===== config.mk =====
export PLATFORM = sky130hd
export DESIGN_NAME = asa_alarm_top
export DESIGN_NICKNAME = d
export VERILOG_FILES = /design/src/asa_pkg.sv /design/src/asa_alarm_top.sv /design/src/asa_freq_hyst.sv /design/src/asa_sticky_cell.sv
export VERILOG_INCLUDE_DIRS = /design/src /design/src/src
export SDC_FILE = /design/constraint.sdc
export NUM_CORES = 1
export LEC_CHECK = 0
export ABC_AREA = 1
export BUFFER_PORTS_ARGS = -buffer_cell sky130_fd_sc_hd__buf_2
export CORE_MARGIN = 2
export CORE_UTILIZATION = 46
export DETAILED_ROUTE_END_ITERATION = 7
export PLACE_DENSITY = 0.66
export REMOVE_ABC_BUFFERS = 1
export SLEW_MARGIN = 20
export SYNTH_ARGS = -nofsm -noshare
export SYNTH_HDL_FRONTEND = slang
export SYNTH_SLANG_ARGS = --single-unit

===== constraint.sdc =====
create_clock -name clk -period 2.7 [get_ports clk]
set_input_delay 0.135 -clock clk [delete_from_list [all_inputs] [get_ports clk]]
set_output_delay 0.135 -clock clk [all_outputs]
set_load 0.1 [all_outputs]

===== src/asa_defs.svh =====
`ifndef ASA_DEFS_SVH
`define ASA_DEFS_SVH

// Block counts, fixed
`define ASA_N_REF        4
`define ASA_N_PLL        3
`define ASA_N_ALM        18
`define ASA_N_BLK        7
`define ASA_N_PIN        4

// Register byte offsets on the Avalon slave
`define ASA_OFS_CTRL     8'h00
`define ASA_OFS_LIVE     8'h04
`define ASA_OFS_STICKY   8'h08
`define ASA_OFS_BLK      8'h0C
`define ASA_OFS_ALERT_EN 8'h10
`define ASA_OFS_PIN_EN   8'h14
`define ASA_OFS_PIN_CFG  8'h18
`define ASA_OFS_PLL_ST   8'h1C
`define ASA_OFS_PIN_ST   8'h20

// Field positions
`define ASA_CTRL_GEN_BIT 0
`define ASA_ALM_FOFF     5'd0
`define ASA_ALM_LOS      5'd4
`define ASA_ALM_ACT      5'd8
`define ASA_ALM_HOLD     5'd12
`define ASA_ALM_LOCK     5'd15
`define ASA_BLK_PLL      3'd4
`define ASA_PIN_FLD_W    8
`define ASA_PIN_MODE_LSB 0
`define ASA_PIN_SEL_LSB  4
`define ASA_PLL_ST_W     4

// Reset values
`define ASA_RST_CTRL     32'h0000_0001
`define ASA_RST_ZERO     32'h0000_0000

`endif


===== src/asa_pkg.sv =====
package asa_pkg;

	// Digital PLL state as reported by each loop
	typedef enum logic [2:0] {
		ASA_PLL_FREERUN,
		ASA_PLL_ACQUIRE,
		ASA_PLL_LOCKREC,
		ASA_PLL_LOCKED,
		ASA_PLL_HOLDOVER
	} asa_dpll_state_e;

	// What a status pin shows
	typedef enum logic [2:0] {
		ASA_PIN_OFF,
		ASA_PIN_LOS,
		ASA_PIN_LOL,
		ASA_PIN_HOLD,
		ASA_PIN_ALERT
	} asa_pin_mode_e;

	typedef logic [31:0] asa_word_t;

endpackage


===== src/asa_alarm_top.sv =====
// The address map and the Avalon-MM slave port were left to the implementer.
`timescale 1ns/100ps
`include "asa_defs.svh"
// Function
// - Live bit reads the alarm condition as it is now
// - Sticky sets on a live change, holds until software clears it
// - Alarm pin shows live or sticky per alarm type, high when present
// - Aggregated alert built from sticky bits only
// - Offset alarm sets beyond rejection range, clears inside acceptance range
// - Loss-of-signal follows period above threshold
// - Activity alarm follows frequency above threshold
// - Holdover live while the digital PLL is in holdover
// - Locked live only while digital PLL and analog PLL both locked
// - Sticky sets on both rising and falling live edges
// - Only live bits clear by themselves; sticky needs software
// - PLL entering or leaving locked or holdover raises sticky alarms; state readable
// - Each alarm has live, sticky, clear and effect control bits
// - Enabled alarm drives a pin, individual or through alert
// - Any single or combination of sticky bits clearable at once
// - Each reference monitor has block sticky, block clear, controls
// - Each PLL has block sticky, block clear, controls, state field
// - Alert, lock and holdover pins held until alarm sticky and block sticky both cleared
// - Global enable passes or blocks all new alarms
// - One pin can be the alert; per-alarm alert enables
// - Alert is OR of enabled stickies, drops when all are cleared
// - LOS pin follows live; lock and holdover pins follow sticky
module asa_alarm_top (
	// Clock, enable and reset
	input  wire logic                  clk,
	input  wire logic                  arst_n,
	input  wire logic                  ce,
	// Avalon-MM slave
	input  wire logic [7:0]            avs_address,
	input  wire logic                  avs_read,
	input  wire logic                  avs_write,
	input  wire asa_pkg::asa_word_t    avs_writedata,
	input  wire logic [3:0]            avs_byteenable,
	output asa_pkg::asa_word_t         avs_readdata,
	output logic                       avs_waitrequest,
	// Reference monitor indications
	input  wire logic [3:0]            ref_above_reject,
	input  wire logic [3:0]            ref_within_accept,
	input  wire logic [3:0]            ref_period_over,
	input  wire logic [3:0]            ref_freq_over,
	// Digital PLL states and analog PLL lock
	input  wire asa_pkg::asa_dpll_state_e dpll_state [3],
	input  wire logic                  apll_locked,
	// Status pins
	output logic [3:0]                 pin_out,
	output logic [3:0]                 pin_oe_n
);
	import asa_pkg::*;

	localparam int NA = `ASA_N_ALM;
	localparam int NB = `ASA_N_BLK;
	localparam int NR = `ASA_N_REF;
	localparam int NP = `ASA_N_PLL;
	localparam int NG = `ASA_N_PIN;

	// Block that owns an alarm: monitors first, then PLLs
	function automatic logic [2:0] blk_of(input int idx);
		if (idx < 12)
			return 3'(idx % NR);
		return `ASA_BLK_PLL + 3'((idx - 12) % NP);
	endfunction

	// Byte-enable mask for a write
	function automatic asa_word_t be_mask(input logic [3:0] be);
		asa_word_t m;
		m = 32'h0000_0000;
		for (int b = 0; b < 4; b++)
			m[b*8 +: 8] = {8{be[b]}};
		return m;
	endfunction

	// Register state
	logic              glob_en_reg;
	logic [NA-1:0]     alert_en_reg;
	logic [NA-1:0]     pin_en_reg;
	logic [31:0]       pin_cfg_reg;
	logic [NB-1:0]     blk_sticky_reg;
	logic              wait_reg;
	asa_word_t         rdata_reg;
	logic [NG-1:0]     pin_out_reg;
	logic [NG-1:0]     pin_oe_n_reg;

	// Decoded signals
	logic [NA-1:0]     live;
	logic [NA-1:0]     sticky;
	logic [NA-1:0]     sticky_clr;
	logic [NB-1:0]     blk_clr;
	logic [NB-1:0]     blk_any;
	logic [NA-1:0]     blk_of_alm;
	logic [NR-1:0]     foff_live;
	logic [NP-1:0]     hold_live;
	logic [NP-1:0]     lock_live;
	logic              wr_commit;
	asa_word_t         wmask;
	asa_word_t         wdata_m;
	asa_word_t         rdata_next;
	logic              alert_any;
	logic [NG-1:0]     pin_next;
	logic [NG-1:0]     pin_oe_n_next;

	// Offset alarm hysteresis, one per reference monitor
	for (genvar r = 0; r < NR; r++) begin : g_ref
		asa_freq_hyst u_hyst (
			.clk           (clk),
			.arst_n        (arst_n),
			.ce            (ce),
			.above_reject  (ref_above_reject[r]),
			.within_accept (ref_within_accept[r]),
			.live          (foff_live[r])
		);
	end

	// PLL live conditions from the reported state
	always_comb begin
		for (int p = 0; p < NP; p++) begin
			hold_live[p] = (dpll_state[p] == ASA_PLL_HOLDOVER);
			lock_live[p] = (dpll_state[p] == ASA_PLL_LOCKED) & apll_locked;
		end
	end

	// Live vector in alarm order; offset bits from the hysteresis flops, the rest straight from the sources
	assign live = {lock_live, hold_live, ref_freq_over, ref_period_over, foff_live};

	// One sticky latch per alarm
	for (genvar a = 0; a < NA; a++) begin : g_alm
		asa_sticky_cell u_cell (
			.clk     (clk),
			.arst_n  (arst_n),
			.ce      (ce),
			.live    (live[a]),
			.glob_en (glob_en_reg),
			.clr     (sticky_clr[a]),
			.sticky  (sticky[a])
		);
	end

	// Bus transfer commits on the edge the master sees waitrequest low
	assign wr_commit = avs_write & ~wait_reg;
	assign wmask     = be_mask(avs_byteenable);
	assign wdata_m   = avs_writedata & wmask;

	// Write-one-to-clear pulses for alarm and block stickies
	always_comb begin
		sticky_clr = '0;
		blk_clr    = '0;
		if (wr_commit && avs_address == `ASA_OFS_STICKY)
			sticky_clr = wdata_m[NA-1:0];
		if (wr_commit && avs_address == `ASA_OFS_BLK)
			blk_clr = wdata_m[NB-1:0];
	end

	// Which blocks have an alarm sticky set, and each alarm's block sticky
	always_comb begin
		blk_any = '0;
		blk_of_alm = '0;
		for (int a = 0; a < NA; a++) begin
			blk_any[blk_of(a)] = blk_any[blk_of(a)] | sticky[a];
			blk_of_alm[a] = blk_sticky_reg[blk_of(a)];
		end
	end

	// Block stickies re-set while any owned alarm sticky stays set
	always_ff @(posedge clk or negedge arst_n) begin
		if (!arst_n)
			blk_sticky_reg <= '0;
		else if (ce)
			blk_sticky_reg <= blk_any | (blk_sticky_reg & ~blk_clr);
	end

	// Global alarm enable
	always_ff @(posedge clk or negedge arst_n) begin
		if (!arst_n)
			glob_en_reg <= 1'(`ASA_RST_CTRL);
		else if (ce && wr_commit && avs_address == `ASA_OFS_CTRL && avs_byteenable[0])
			glob_en_reg <= avs_writedata[`ASA_CTRL_GEN_BIT];
	end

	// Per-alarm effect controls
	always_ff @(posedge clk or negedge arst_n) begin
		if (!arst_n) begin
			alert_en_reg <= NA'(`ASA_RST_ZERO);
			pin_en_reg   <= NA'(`ASA_RST_ZERO);
		end else if (ce && wr_commit) begin
			if (avs_address == `ASA_OFS_ALERT_EN)
				alert_en_reg <= (alert_en_reg & ~wmask[NA-1:0]) | wdata_m[NA-1:0];
			if (avs_address == `ASA_OFS_PIN_EN)
				pin_en_reg <= (pin_en_reg & ~wmask[NA-1:0]) | wdata_m[NA-1:0];
		end
	end

	// Pin mode and selection, one byte per pin
	always_ff @(posedge clk or negedge arst_n) begin
		if (!arst_n)
			pin_cfg_reg <= `ASA_RST_ZERO;
		else if (ce && wr_commit && avs_address == `ASA_OFS_PIN_CFG)
			pin_cfg_reg <= (pin_cfg_reg & ~wmask) | wdata_m;
	end

	// Aggregated alert: enabled alarms, sticky only, with block sticky held
	assign alert_any = |(alert_en_reg & (sticky | blk_of_alm));

	// Per-pin selection of what to show
	always_comb begin
		asa_pin_mode_e mode;
		logic [1:0]    sel;
		int            idx;
		mode = ASA_PIN_OFF;
		sel = 2'h0;
		idx = 0;
		pin_next = '0;
		pin_oe_n_next = '1;
		for (int g = 0; g < NG; g++) begin
			mode = asa_pin_mode_e'(pin_cfg_reg[g*`ASA_PIN_FLD_W + `ASA_PIN_MODE_LSB +: 3]);
			sel  = pin_cfg_reg[g*`ASA_PIN_FLD_W + `ASA_PIN_SEL_LSB +: 2];
			pin_oe_n_next[g] = (mode == ASA_PIN_OFF);
			case (mode)
				ASA_PIN_LOS: begin
					idx = int'(`ASA_ALM_LOS) + int'(sel);
					pin_next[g] = live[idx] & pin_en_reg[idx];
				end
				ASA_PIN_LOL: begin
					idx = int'(`ASA_ALM_LOCK) + int'(sel);
					if (sel < 2'(NP))
						pin_next[g] = (sticky[idx] | blk_of_alm[idx]) & pin_en_reg[idx];
				end
				ASA_PIN_HOLD: begin
					idx = int'(`ASA_ALM_HOLD) + int'(sel);
					if (sel < 2'(NP))
						pin_next[g] = (sticky[idx] | blk_of_alm[idx]) & pin_en_reg[idx];
				end
				ASA_PIN_ALERT: begin
					pin_next[g] = alert_any;
				end
				default: begin
					pin_next[g] = 1'b0;
				end
			endcase
		end
	end

	// Pins come straight from flip-flops; high means alarm present
	always_ff @(posedge clk or negedge arst_n) begin
		if (!arst_n) begin
			pin_out_reg  <= '0;
			pin_oe_n_reg <= '1;
		end else if (ce) begin
			pin_out_reg  <= pin_next;
			pin_oe_n_reg <= pin_oe_n_next;
		end
	end

	// Read mux; unmapped addresses read as zero
	always_comb begin
		rdata_next = 32'h0000_0000;
		case (avs_address)
			`ASA_OFS_CTRL:     rdata_next[`ASA_CTRL_GEN_BIT] = glob_en_reg;
			`ASA_OFS_LIVE:     rdata_next[NA-1:0] = live;
			`ASA_OFS_STICKY:   rdata_next[NA-1:0] = sticky;
			`ASA_OFS_BLK:      rdata_next[NB-1:0] = blk_sticky_reg;
			`ASA_OFS_ALERT_EN: rdata_next[NA-1:0] = alert_en_reg;
			`ASA_OFS_PIN_EN:   rdata_next[NA-1:0] = pin_en_reg;
			`ASA_OFS_PIN_CFG:  rdata_next = pin_cfg_reg;
			`ASA_OFS_PLL_ST: begin
				for (int p = 0; p < NP; p++)
					rdata_next[p*`ASA_PLL_ST_W +: 3] = dpll_state[p];
			end
			`ASA_OFS_PIN_ST: begin
				rdata_next[NG-1:0] = pin_out_reg;
				rdata_next[8] = alert_any;
			end
			default: rdata_next = 32'h0000_0000;
		endcase
	end

	// Waitrequest drops one cycle after a request, for one cycle only
	always_ff @(posedge clk or negedge arst_n) begin
		if (!arst_n)
			wait_reg <= 1'b1;
		else if (ce) begin
			if (wait_reg && (avs_read || avs_write))
				wait_reg <= 1'b0;
			else
				wait_reg <= 1'b1;
		end
	end

	// Read data captured as waitrequest drops, held until the next read
	always_ff @(posedge clk or negedge arst_n) begin
		if (!arst_n)
			rdata_reg <= 32'h0000_0000;
		else if (ce && wait_reg && avs_read)
			rdata_reg <= rdata_next;
	end

	assign avs_readdata    = rdata_reg;
	assign avs_waitrequest = wait_reg;
	assign pin_out         = pin_out_reg;
	assign pin_oe_n        = pin_oe_n_reg;

endmodule


===== src/asa_freq_hyst.sv =====
`timescale 1ns/100ps
// Frequency offset live alarm with hysteresis between the two ranges
module asa_freq_hyst (
	// Clock and reset
	input  wire logic clk,
	input  wire logic arst_n,
	input  wire logic ce,
	// Monitor indications
	input  wire logic above_reject,
	input  wire logic within_accept,
	// Live alarm
	output logic      live
);
	import asa_pkg::*;

	// Set beyond rejection, cleared only once back inside acceptance
	always_ff @(posedge clk or negedge arst_n) begin
		if (!arst_n) begin
			live <= 1'b0;
		end else if (ce) begin
			if (above_reject)
				live <= 1'b1;
			else if (within_accept)
				live <= 1'b0;
		end
	end

endmodule


===== src/asa_sticky_cell.sv =====
`timescale 1ns/100ps
// One alarm's sticky latch, set on either edge of the live condition
module asa_sticky_cell (
	// Clock and reset
	input  wire logic clk,
	input  wire logic arst_n,
	input  wire logic ce,
	// Live condition and controls
	input  wire logic live,
	input  wire logic glob_en,
	input  wire logic clr,
	// Latched alarm
	output logic      sticky
);
	import asa_pkg::*;

	logic live_prev_reg;
	logic change;

	// Previous value is tracked even when disabled, so old edges are not replayed
	always_ff @(posedge clk or negedge arst_n) begin
		if (!arst_n)
			live_prev_reg <= 1'b0;
		else if (ce)
			live_prev_reg <= live;
	end

	assign change = live ^ live_prev_reg;

	// Set wins over a clear in the same cycle
	always_ff @(posedge clk or negedge arst_n) begin
		if (!arst_n)
			sticky <= 1'b0;
		else if (ce)
			sticky <= (change & glob_en) | (sticky & ~clr);
	end

endmodule


==> results of run 1 <==
==> stage by stage <==
stage / hold slack [ns] / area [um2] / cells
2_1_floorplan: -0.1606 / 8280 / 1079
3_3_place_gp: 0.1698 / 9294 / 1442
3_5_place_dp: 0.1773 / 9294 / 1442
4_1_cts: 0.003778 / 10200 / 1507
5_1_grt: 0.01024 / 10200 / 1507
6_report: 0.01392 / 10200 / 1507
==> final cells by class <==
cell class              count  area (um2)
clock buffers              22       484.2
inverters                 134       503.0
multi-input cells         788        3844
fillers                  1717        7821
well taps                 229       286.5
flip-flops and latches    157        3936
repair buffers            168        1065
clock inverters             9       85.08
==> power by group <==
part           switching [mW]  internal (mW)  leakage, nW
Sequential              0.126           2.48         1.91
Combinational           0.754          0.279         3.07
Clock                   0.978           1.36        0.274
==> cells in the mapped netlist (7+ instances only) <==
cell | n | area (um2)
a21oi_1 | 44 | 220.2
a2bb2oi_1 | 7 | 61.31
a32o_1 | 10 | 100.1
buf_2 | 9 | 45.04
buf_6 | 7 | 78.83
clkbuf_1 | 17 | 63.81
dfrtp_1 | 151 | 3779
ha_1 | 8 | 100.1
inv_1 | 124 | 465.5
inv_2 | 8 | 30.03
nand2_1 | 319 | 1197
nand3_1 | 49 | 245.2
nor2_1 | 89 | 334.1
nor2_4 | 7 | 78.83
nor3_1 | 15 | 75.07
o21ai_0 | 126 | 630.6
o21ai_1 | 14 | 70.07
o22ai_1 | 36 | 225.2
o31ai_1 | 15 | 112.6
or2_2 | 13 | 81.33
==> worst paths after layout <==
| check | from | to | slack, ns | depth (start not counted) |
|---|---|---|---|---|
| max in group asynchronous | arst_n | avs_waitrequest | 1.56 | 3 |
| min in group asynchronous | arst_n | async pin | 0.25 | 2 |
| min reg2reg | pin_oe_n[3] | pin_oe_n[3] | 0.47 | 2 |
| max | register | pin_out[3] | 0.54 | 12 |
| min | avs_writedata[14] | register | 0.01 | 3 |
| max reg2reg | register | pin_out[3] | 0.54 | 12 |
==> worst reg2reg max path, delay by kind of cell (launching register included) <==
kind,cells,cell delay (ns)
adder cells (fa/ha/maj),1,0.39
flip-flops,1,0.63
buffers and inverters,1,0.36
AO/OA/AOI/OAI,2,0.18
AND/OR/NAND/NOR,8,0.52
==> layer usage <==
layer	global-route usage, %	vias up	wire length [um]
li1	-	3971	-
met4	11.74	0	992
met2	47.55	372	13250
met1	39.58	3935	12000
met3	6.188	57	1892
met5	0	-	0
==> cells by family after synthesis <==
| logic type | after synthesis |
|---|---|
| AND/OR/NAND/NOR | 511 |
| AO/OA/AOI/OAI | 267 |
| buffers and inverters | 173 |
| flip-flops | 157 |
| adder cells (fa/ha/maj) | 8 |
| multiplexers | 2 |
==> repair_timing <==
| action | in CTS | in global routing |
|---|---|---|
| endpoints found under the setup margin | 0 | 0 |
| hold buffers | 34 | 0 |
| gates resized for setup | 0 | 0 |
| hold endpoints to repair | 87 | 0 |
==> reports/qor.csv, run 1 <==
stage,metric,value,unit
synthesis,Ys Warns,0,
setup_path,Crit. End Element,register,
grt,vias in the first global route,8037,
grt,first-pass GRT wire length,44.64,mm
drt,Via density,5.531,
setup_path,Crit-path slowest cell,dfrtp_1,
grt,largest net degree at the start of global routing,65,
synthesis,Synth Area in Compound Gates,18.14,%
placement,RePlAce Congestion,0.9477,
drt,DR DRC count,0,
floorplan,I/O Pins,116,
drt,Final ANT Viol Nets,0,
setup_path,Top delay family on crit path,flip-flops,
setup_path,critical setup path kind,reg2reg,
synthesis,number of synthesized flops with an enable pin,0,
timing,Setup-failing EPs final,0,
setup_path,CP Buf/Inv Count,1,
synthesis,"Avg Cell Area, Syn",7.606,um2
synthesis,post-synth cell types,40,
synthesis,Yosys reg bits,157,
timing,Fmax,463.6,MHz
floorplan,# rows,49,
setup_path,CP Data Arrival Time,2.52,ns
synthesis,XOR/XNOR Fraction of Synth Area,0,%
worst_hold_path,min-delay worst type,in2reg,
final_layout,final core occ,56.61,%
floorplan,Starting Density,47.17,%
clock_tree,clock slew at reported path FFs,0.06,ns
clock_tree,Max H-tree Level,4,
final_layout,"most common cell after layout, fill and taps aside",nand2_1,
drt,initial DRC count,859,
synthesis,post-synthesis mux area share,0.2943,%
setup_path,critical-path maximum fanout,17,
synthesis,main combinational cell family by area after synthesis,simple AND/OR/NAND/NOR gates,
clock_tree,Setup Buffers After CTS,0,
power_and_ir_drop,worst ir drop on vdd,498.1,uV
floorplan,Die Wd,140.0,um
timing,Slew HR,56.26,%
timing,Final Critical Period,2.157,ns
synthesis,ys async rst share,100.0,%
floorplan,Die H,140.0,um
power_and_ir_drop,cell leakage power,5.252,nW
final_layout,area grow syn2layout,20.00,%
grt,Congestion Overflow GR,0,
clock_tree,clock sinks,157,
clock_tree,TritonCTS buffer count,17,
timing,setup TNS,0,ns
run,max_cap viols,0,
setup_path,CP max stage delay,0.63,ns
final_layout,share of cells above drive strength 1,16.51,%
synthesis,Post-Synth Simple-Gate Area,25.56,%
final_layout,Final nets,1349,
placement,post-DP HPWL,20.11,mm
placement,dpl ws,0.5555,ns
timing,Worst-Margin Slew,0.6561,ns
drt,via count,8335,
timing,"Period Utilization, post-route",79.89,%
setup_path,"Top cell by count, worst path",nand2_1,
power_and_ir_drop,Pwr Total,5.980,mW
final_layout,"commonest cells after routing, fill and taps aside","nand2_1 (319), dfrtp_1 (151), o21ai_0 (126), inv_1 (124), buf_2 (114)",
floorplan,Placeable Area,0.01802,mm2
power_and_ir_drop,Power Density,586.1,mW/mm2
drt,Routed WL per cell,18.67,um
synthesis,"Seq/Total Area, Yosys",46.29,%
clock_tree,CTS tree,built,
drt,Initial DRT Pass Iterations,6,
clock_tree,Bufs on Longest Clock Path,2,
drt,WL final,28.14,mm
synthesis,cell area after synthesis,0.008503,mm2
timing,max-slew violation count,0,
timing,Clock Skews,0.009697,ns
outcome,status,"finished, final reports clean",
grt,initial antenna violation count,0,
timing,RSZ-0062 raised after global routing,false,
synthesis,dominant synthesized flop cell,dfrtp_1,
setup_path,startpoint class of the critical path,register,
setup_path,Worst Path Required,3.06,ns
grt,Tot GR Track Use,29.63,%
placement,IO buf count,115,
timing,Final WS setup,0.5430,ns
synthesis,Synth Area in Adders,1.177,%
synthesis,Cells after Synth,1118,
clock_tree,clk_lat worst skew,0.43,ns
floorplan,die area,0.01959,mm2
final_layout,ant diodes,0,
timing,final hold vios,0,
clock_tree,Root Buffer,clkbuf_16,
setup_path,CP Cell Sequence,"clkinv_1, ha_1, o21ai_0, nor2_1, nand2_1, a21oi_1, nand2_1, nand2_1, nand2_1, nand2_1, nand2_1, nand2_1",
Note: power is estimated with default switching activity, not from simulation.
==> run 2: changes to the inputs <==
- PLACE_DENSITY: 0.66 -> 0.69
- clock period: 2.7 -> 1.9 ns (I/O delays scaled with it)
==> run 2 against run 1 <==
Non-clock buffer count is 30 higher. Setup slack worse by 0.36 ns. Clock skew is 0.0022 ns higher. Global-route usage hardly changed. Sequential cell count stayed put. Sequential power is 41% higher. Largest cell class unchanged. Die area stayed put. Wire length is 0.77% higher. Critical endpoint is now pin_out[1]. Register-to-register slack worse by 0.36 ns. Power is 55% higher. Critical path depth is 2 lower.
==> reports/qor.csv, run 2 (same netlist as run 1, synthesis figures left out) <==
stage,metric,value,unit,change
clock_tree,Bufs on Longest Clock Path,2,,unchanged
final_layout,ant diodes,0,,unchanged
placement,RePlAce Congestion,0.9904,,+4.5%
final_layout,"commonest cells after routing, fill and taps aside","nand2_1 (318), dfrtp_1 (150), inv_1 (124), o21ai_0 (124), buf_2 (114)",,
clock_tree,Setup Buffers After CTS,0,,unchanged
drt,DR DRC count,0,,unchanged
floorplan,Placeable Area,0.01802,mm2,unchanged
timing,"Period Utilization, post-route",90.13,%,+10 points
final_layout,Final nets,1379,,+2.2%
grt,largest net degree at the start of global routing,50,,-23%
clock_tree,CTS tree,built,,
drt,Routed WL per cell,18.43,um,-1.3%
timing,Fmax,583.9,MHz,+26%
placement,placed cell areas,0.009524,mm2,+2.5%
grt,global-route met2 utilization,48.52,%,+0.98 points
setup_path,startpoint class of the critical path,register,,
grt,met3 global-route usage,4.000,%,-2.2 points
timing,final hold vios,0,,unchanged
clock_tree,TritonCTS buffer count,17,,unchanged
grt,grt peak-use layer,met2,,
drt,via count,8542,,+2.5%
floorplan,Starting Density,47.17,%,unchanged
floorplan,Die Wd,140.0,um,unchanged
setup_path,CP Data Arrival Time,2.03,ns,-0.49 ns
final_layout,"most common cell after layout, fill and taps aside",nand2_1,,
grt,vias in the first global route,8297,,+3.2%
final_layout,final core occ,59.00,%,+2.4 points
clock_tree,clock slew at reported path FFs,0.07,ns,about the same
clock_tree,Root Buffer,clkbuf_16,,
placement,Inst Count DP,1466,,+1.7%
setup_path,critical-path maximum fanout,5,,-12
floorplan,Die H,140.0,um,unchanged
final_layout,area grow syn2layout,25.07,%,
drt,initial DRC count,717,,-17%
floorplan,die area,0.01959,mm2,unchanged
drt,Initial DRT Pass Iterations,6,,unchanged
drt,Via density,5.554,,+0.42%
grt,first-pass GRT wire length,45.22,mm,+1.3%
timing,RSZ-0062 raised after global routing,false,,
timing,max-slew violation count,0,,unchanged
timing,Setup-failing EPs final,0,,unchanged
power_and_ir_drop,worst ir drop on vdd,694.2,uV,+39%
grt,GRT met1 Usage,40.54,%,+0.96 points
grt,Congestion Overflow GR,0,,unchanged
timing,Clock Skews,0.01194,ns,+0.002243 ns
setup_path,Crit. End Element,register,,
run,max_cap viols,0,,unchanged
power_and_ir_drop,Power Density,874.3,mW/mm2,+49%
drt,Final ANT Viol Nets,0,,unchanged
clock_tree,clk_lat worst skew,0.43,ns,about the same
worst_hold_path,min-delay worst type,in2reg,,
outcome,status,"finished, final reports clean",,
floorplan,# rows,49,,unchanged
clock_tree,clock sinks,157,,unchanged
timing,Final Critical Period,1.713,ns,-0.4445 ns
placement,IO buf count,115,,unchanged
final_layout,non-filler instance count after layout,1538,,+2.1%
timing,Slew HR,65.60,%,+9.3 points
grt,Tot GR Track Use,29.67,%,+0.040 points
setup_path,critical setup path kind,reg2reg,,
final_layout,design area,0.01064,mm2,+4.2%
placement,post-DP HPWL,20.51,mm,+2.0%
final_layout,share of cells above drive strength 1,18.33,%,+1.8 points
grt,initial antenna violation count,0,,unchanged
drt,WL final,28.35,mm,+0.77%
floorplan,I/O Pins,116,,unchanged
power_and_ir_drop,cell leakage power,5.482,nW,+4.4%
timing,Worst-Margin Slew,0.5196,ns,-0.1365 ns
setup_path,Worst Path Required,2.22,ns,-0.84 ns
clock_tree,Max H-tree Level,4,,unchanged
run 2: cell count changes in the layout (fill, tap and decap cells not counted), moves of 2 or more:
cell and delta:
dlygate4sd3_1 +6, clkbuf_8 -4, clkinv_2 -2, o21ai_1 +2, clkinv_4 +2, bufinv_16 +6
o21ai_0 -2, buf_4 +20, buf_12 +4
run 2: worst paths after layout:
path / end / startpoint / depth (start not counted) / slack (ns)
worst max register to register: pin_out[1] / blk_sticky_reg[6] / 10 / 0.19
max in group asynchronous: glob_en_reg / arst_n / 3 / 0.98
worst min register to register: pin_oe_n[3] / pin_oe_n[3] / 2 / 0.47
worst min-delay path: register / avs_writedata[8] / 3 / 0.006
min in group asynchronous: async pin / arst_n / 2 / 0.17
worst max-delay path: pin_out[1] / blk_sticky_reg[6] / 10 / 0.19
run 2: what timing repair did:
item	4_1_cts	5_1_grt
endpoints found under the hold margin	81	0
hold buffers	40	0
setup endpoints to repair	0	4
gates resized for setup	0	7
run 2: stage by stage:
step / setup WS, ns / TNS [ns] / hold WS (ns) / power, mW
global route: 0.04354 / 0 / 0.01460 / 9.593
finish: 0.1875 / 0 / 0.005543 / 9.298
CTS: 0.05428 / 0 / 0.002438 / 9.293
floorplan: -0.6290 / -18.21 / -0.2006 / 4.621
detailed placement: 0.07289 / 0 / 0.06824 / 5.192
global placement: 0.07878 / 0 / 0.06825 / 5.177
run 2: worst max-delay path: stages, from the launching register on:
cell and delay, ns:
dfrtp_1 0.44, inv_1 0.13, nand2_2 0.11, nand2_1 0.07, nand2_1 0.05, nor2_1 0.15, nand3_2 0.16, o21ai_1 0.25
nand3_1 0.11, nand2_1 0.07, nand2_1 0.06
run 2: layer usage:
layer	routed length (um)	vias up
met5	0	-
met1	12250	4064
met2	13430	380
li1	-	4028
met3	1735	70
met4	930	0
run 2: cell type report:
type / count / area, um2
clock buffers: 18 / 429.2
clock inverters: 14 / 265.3
fillers: 1680 / 7390
inverters: 134 / 503.0
multi-input cells: 788 / 3859
flip-flops and latches: 157 / 3938
well taps: 229 / 286.5
repair buffers: 198 / 1355
run 2: where the power goes:
| part | switching [mW] | internal (mW) | total (mW) |
|---|---|---|---|
| registers | 0.162 | 3.53 | 3.69 |
| clock network | 1.46 | 2.61 | 4.07 |
| logic | 1.09 | 0.447 | 1.54 |
| total | 2.72 | 6.58 | 9.30 |
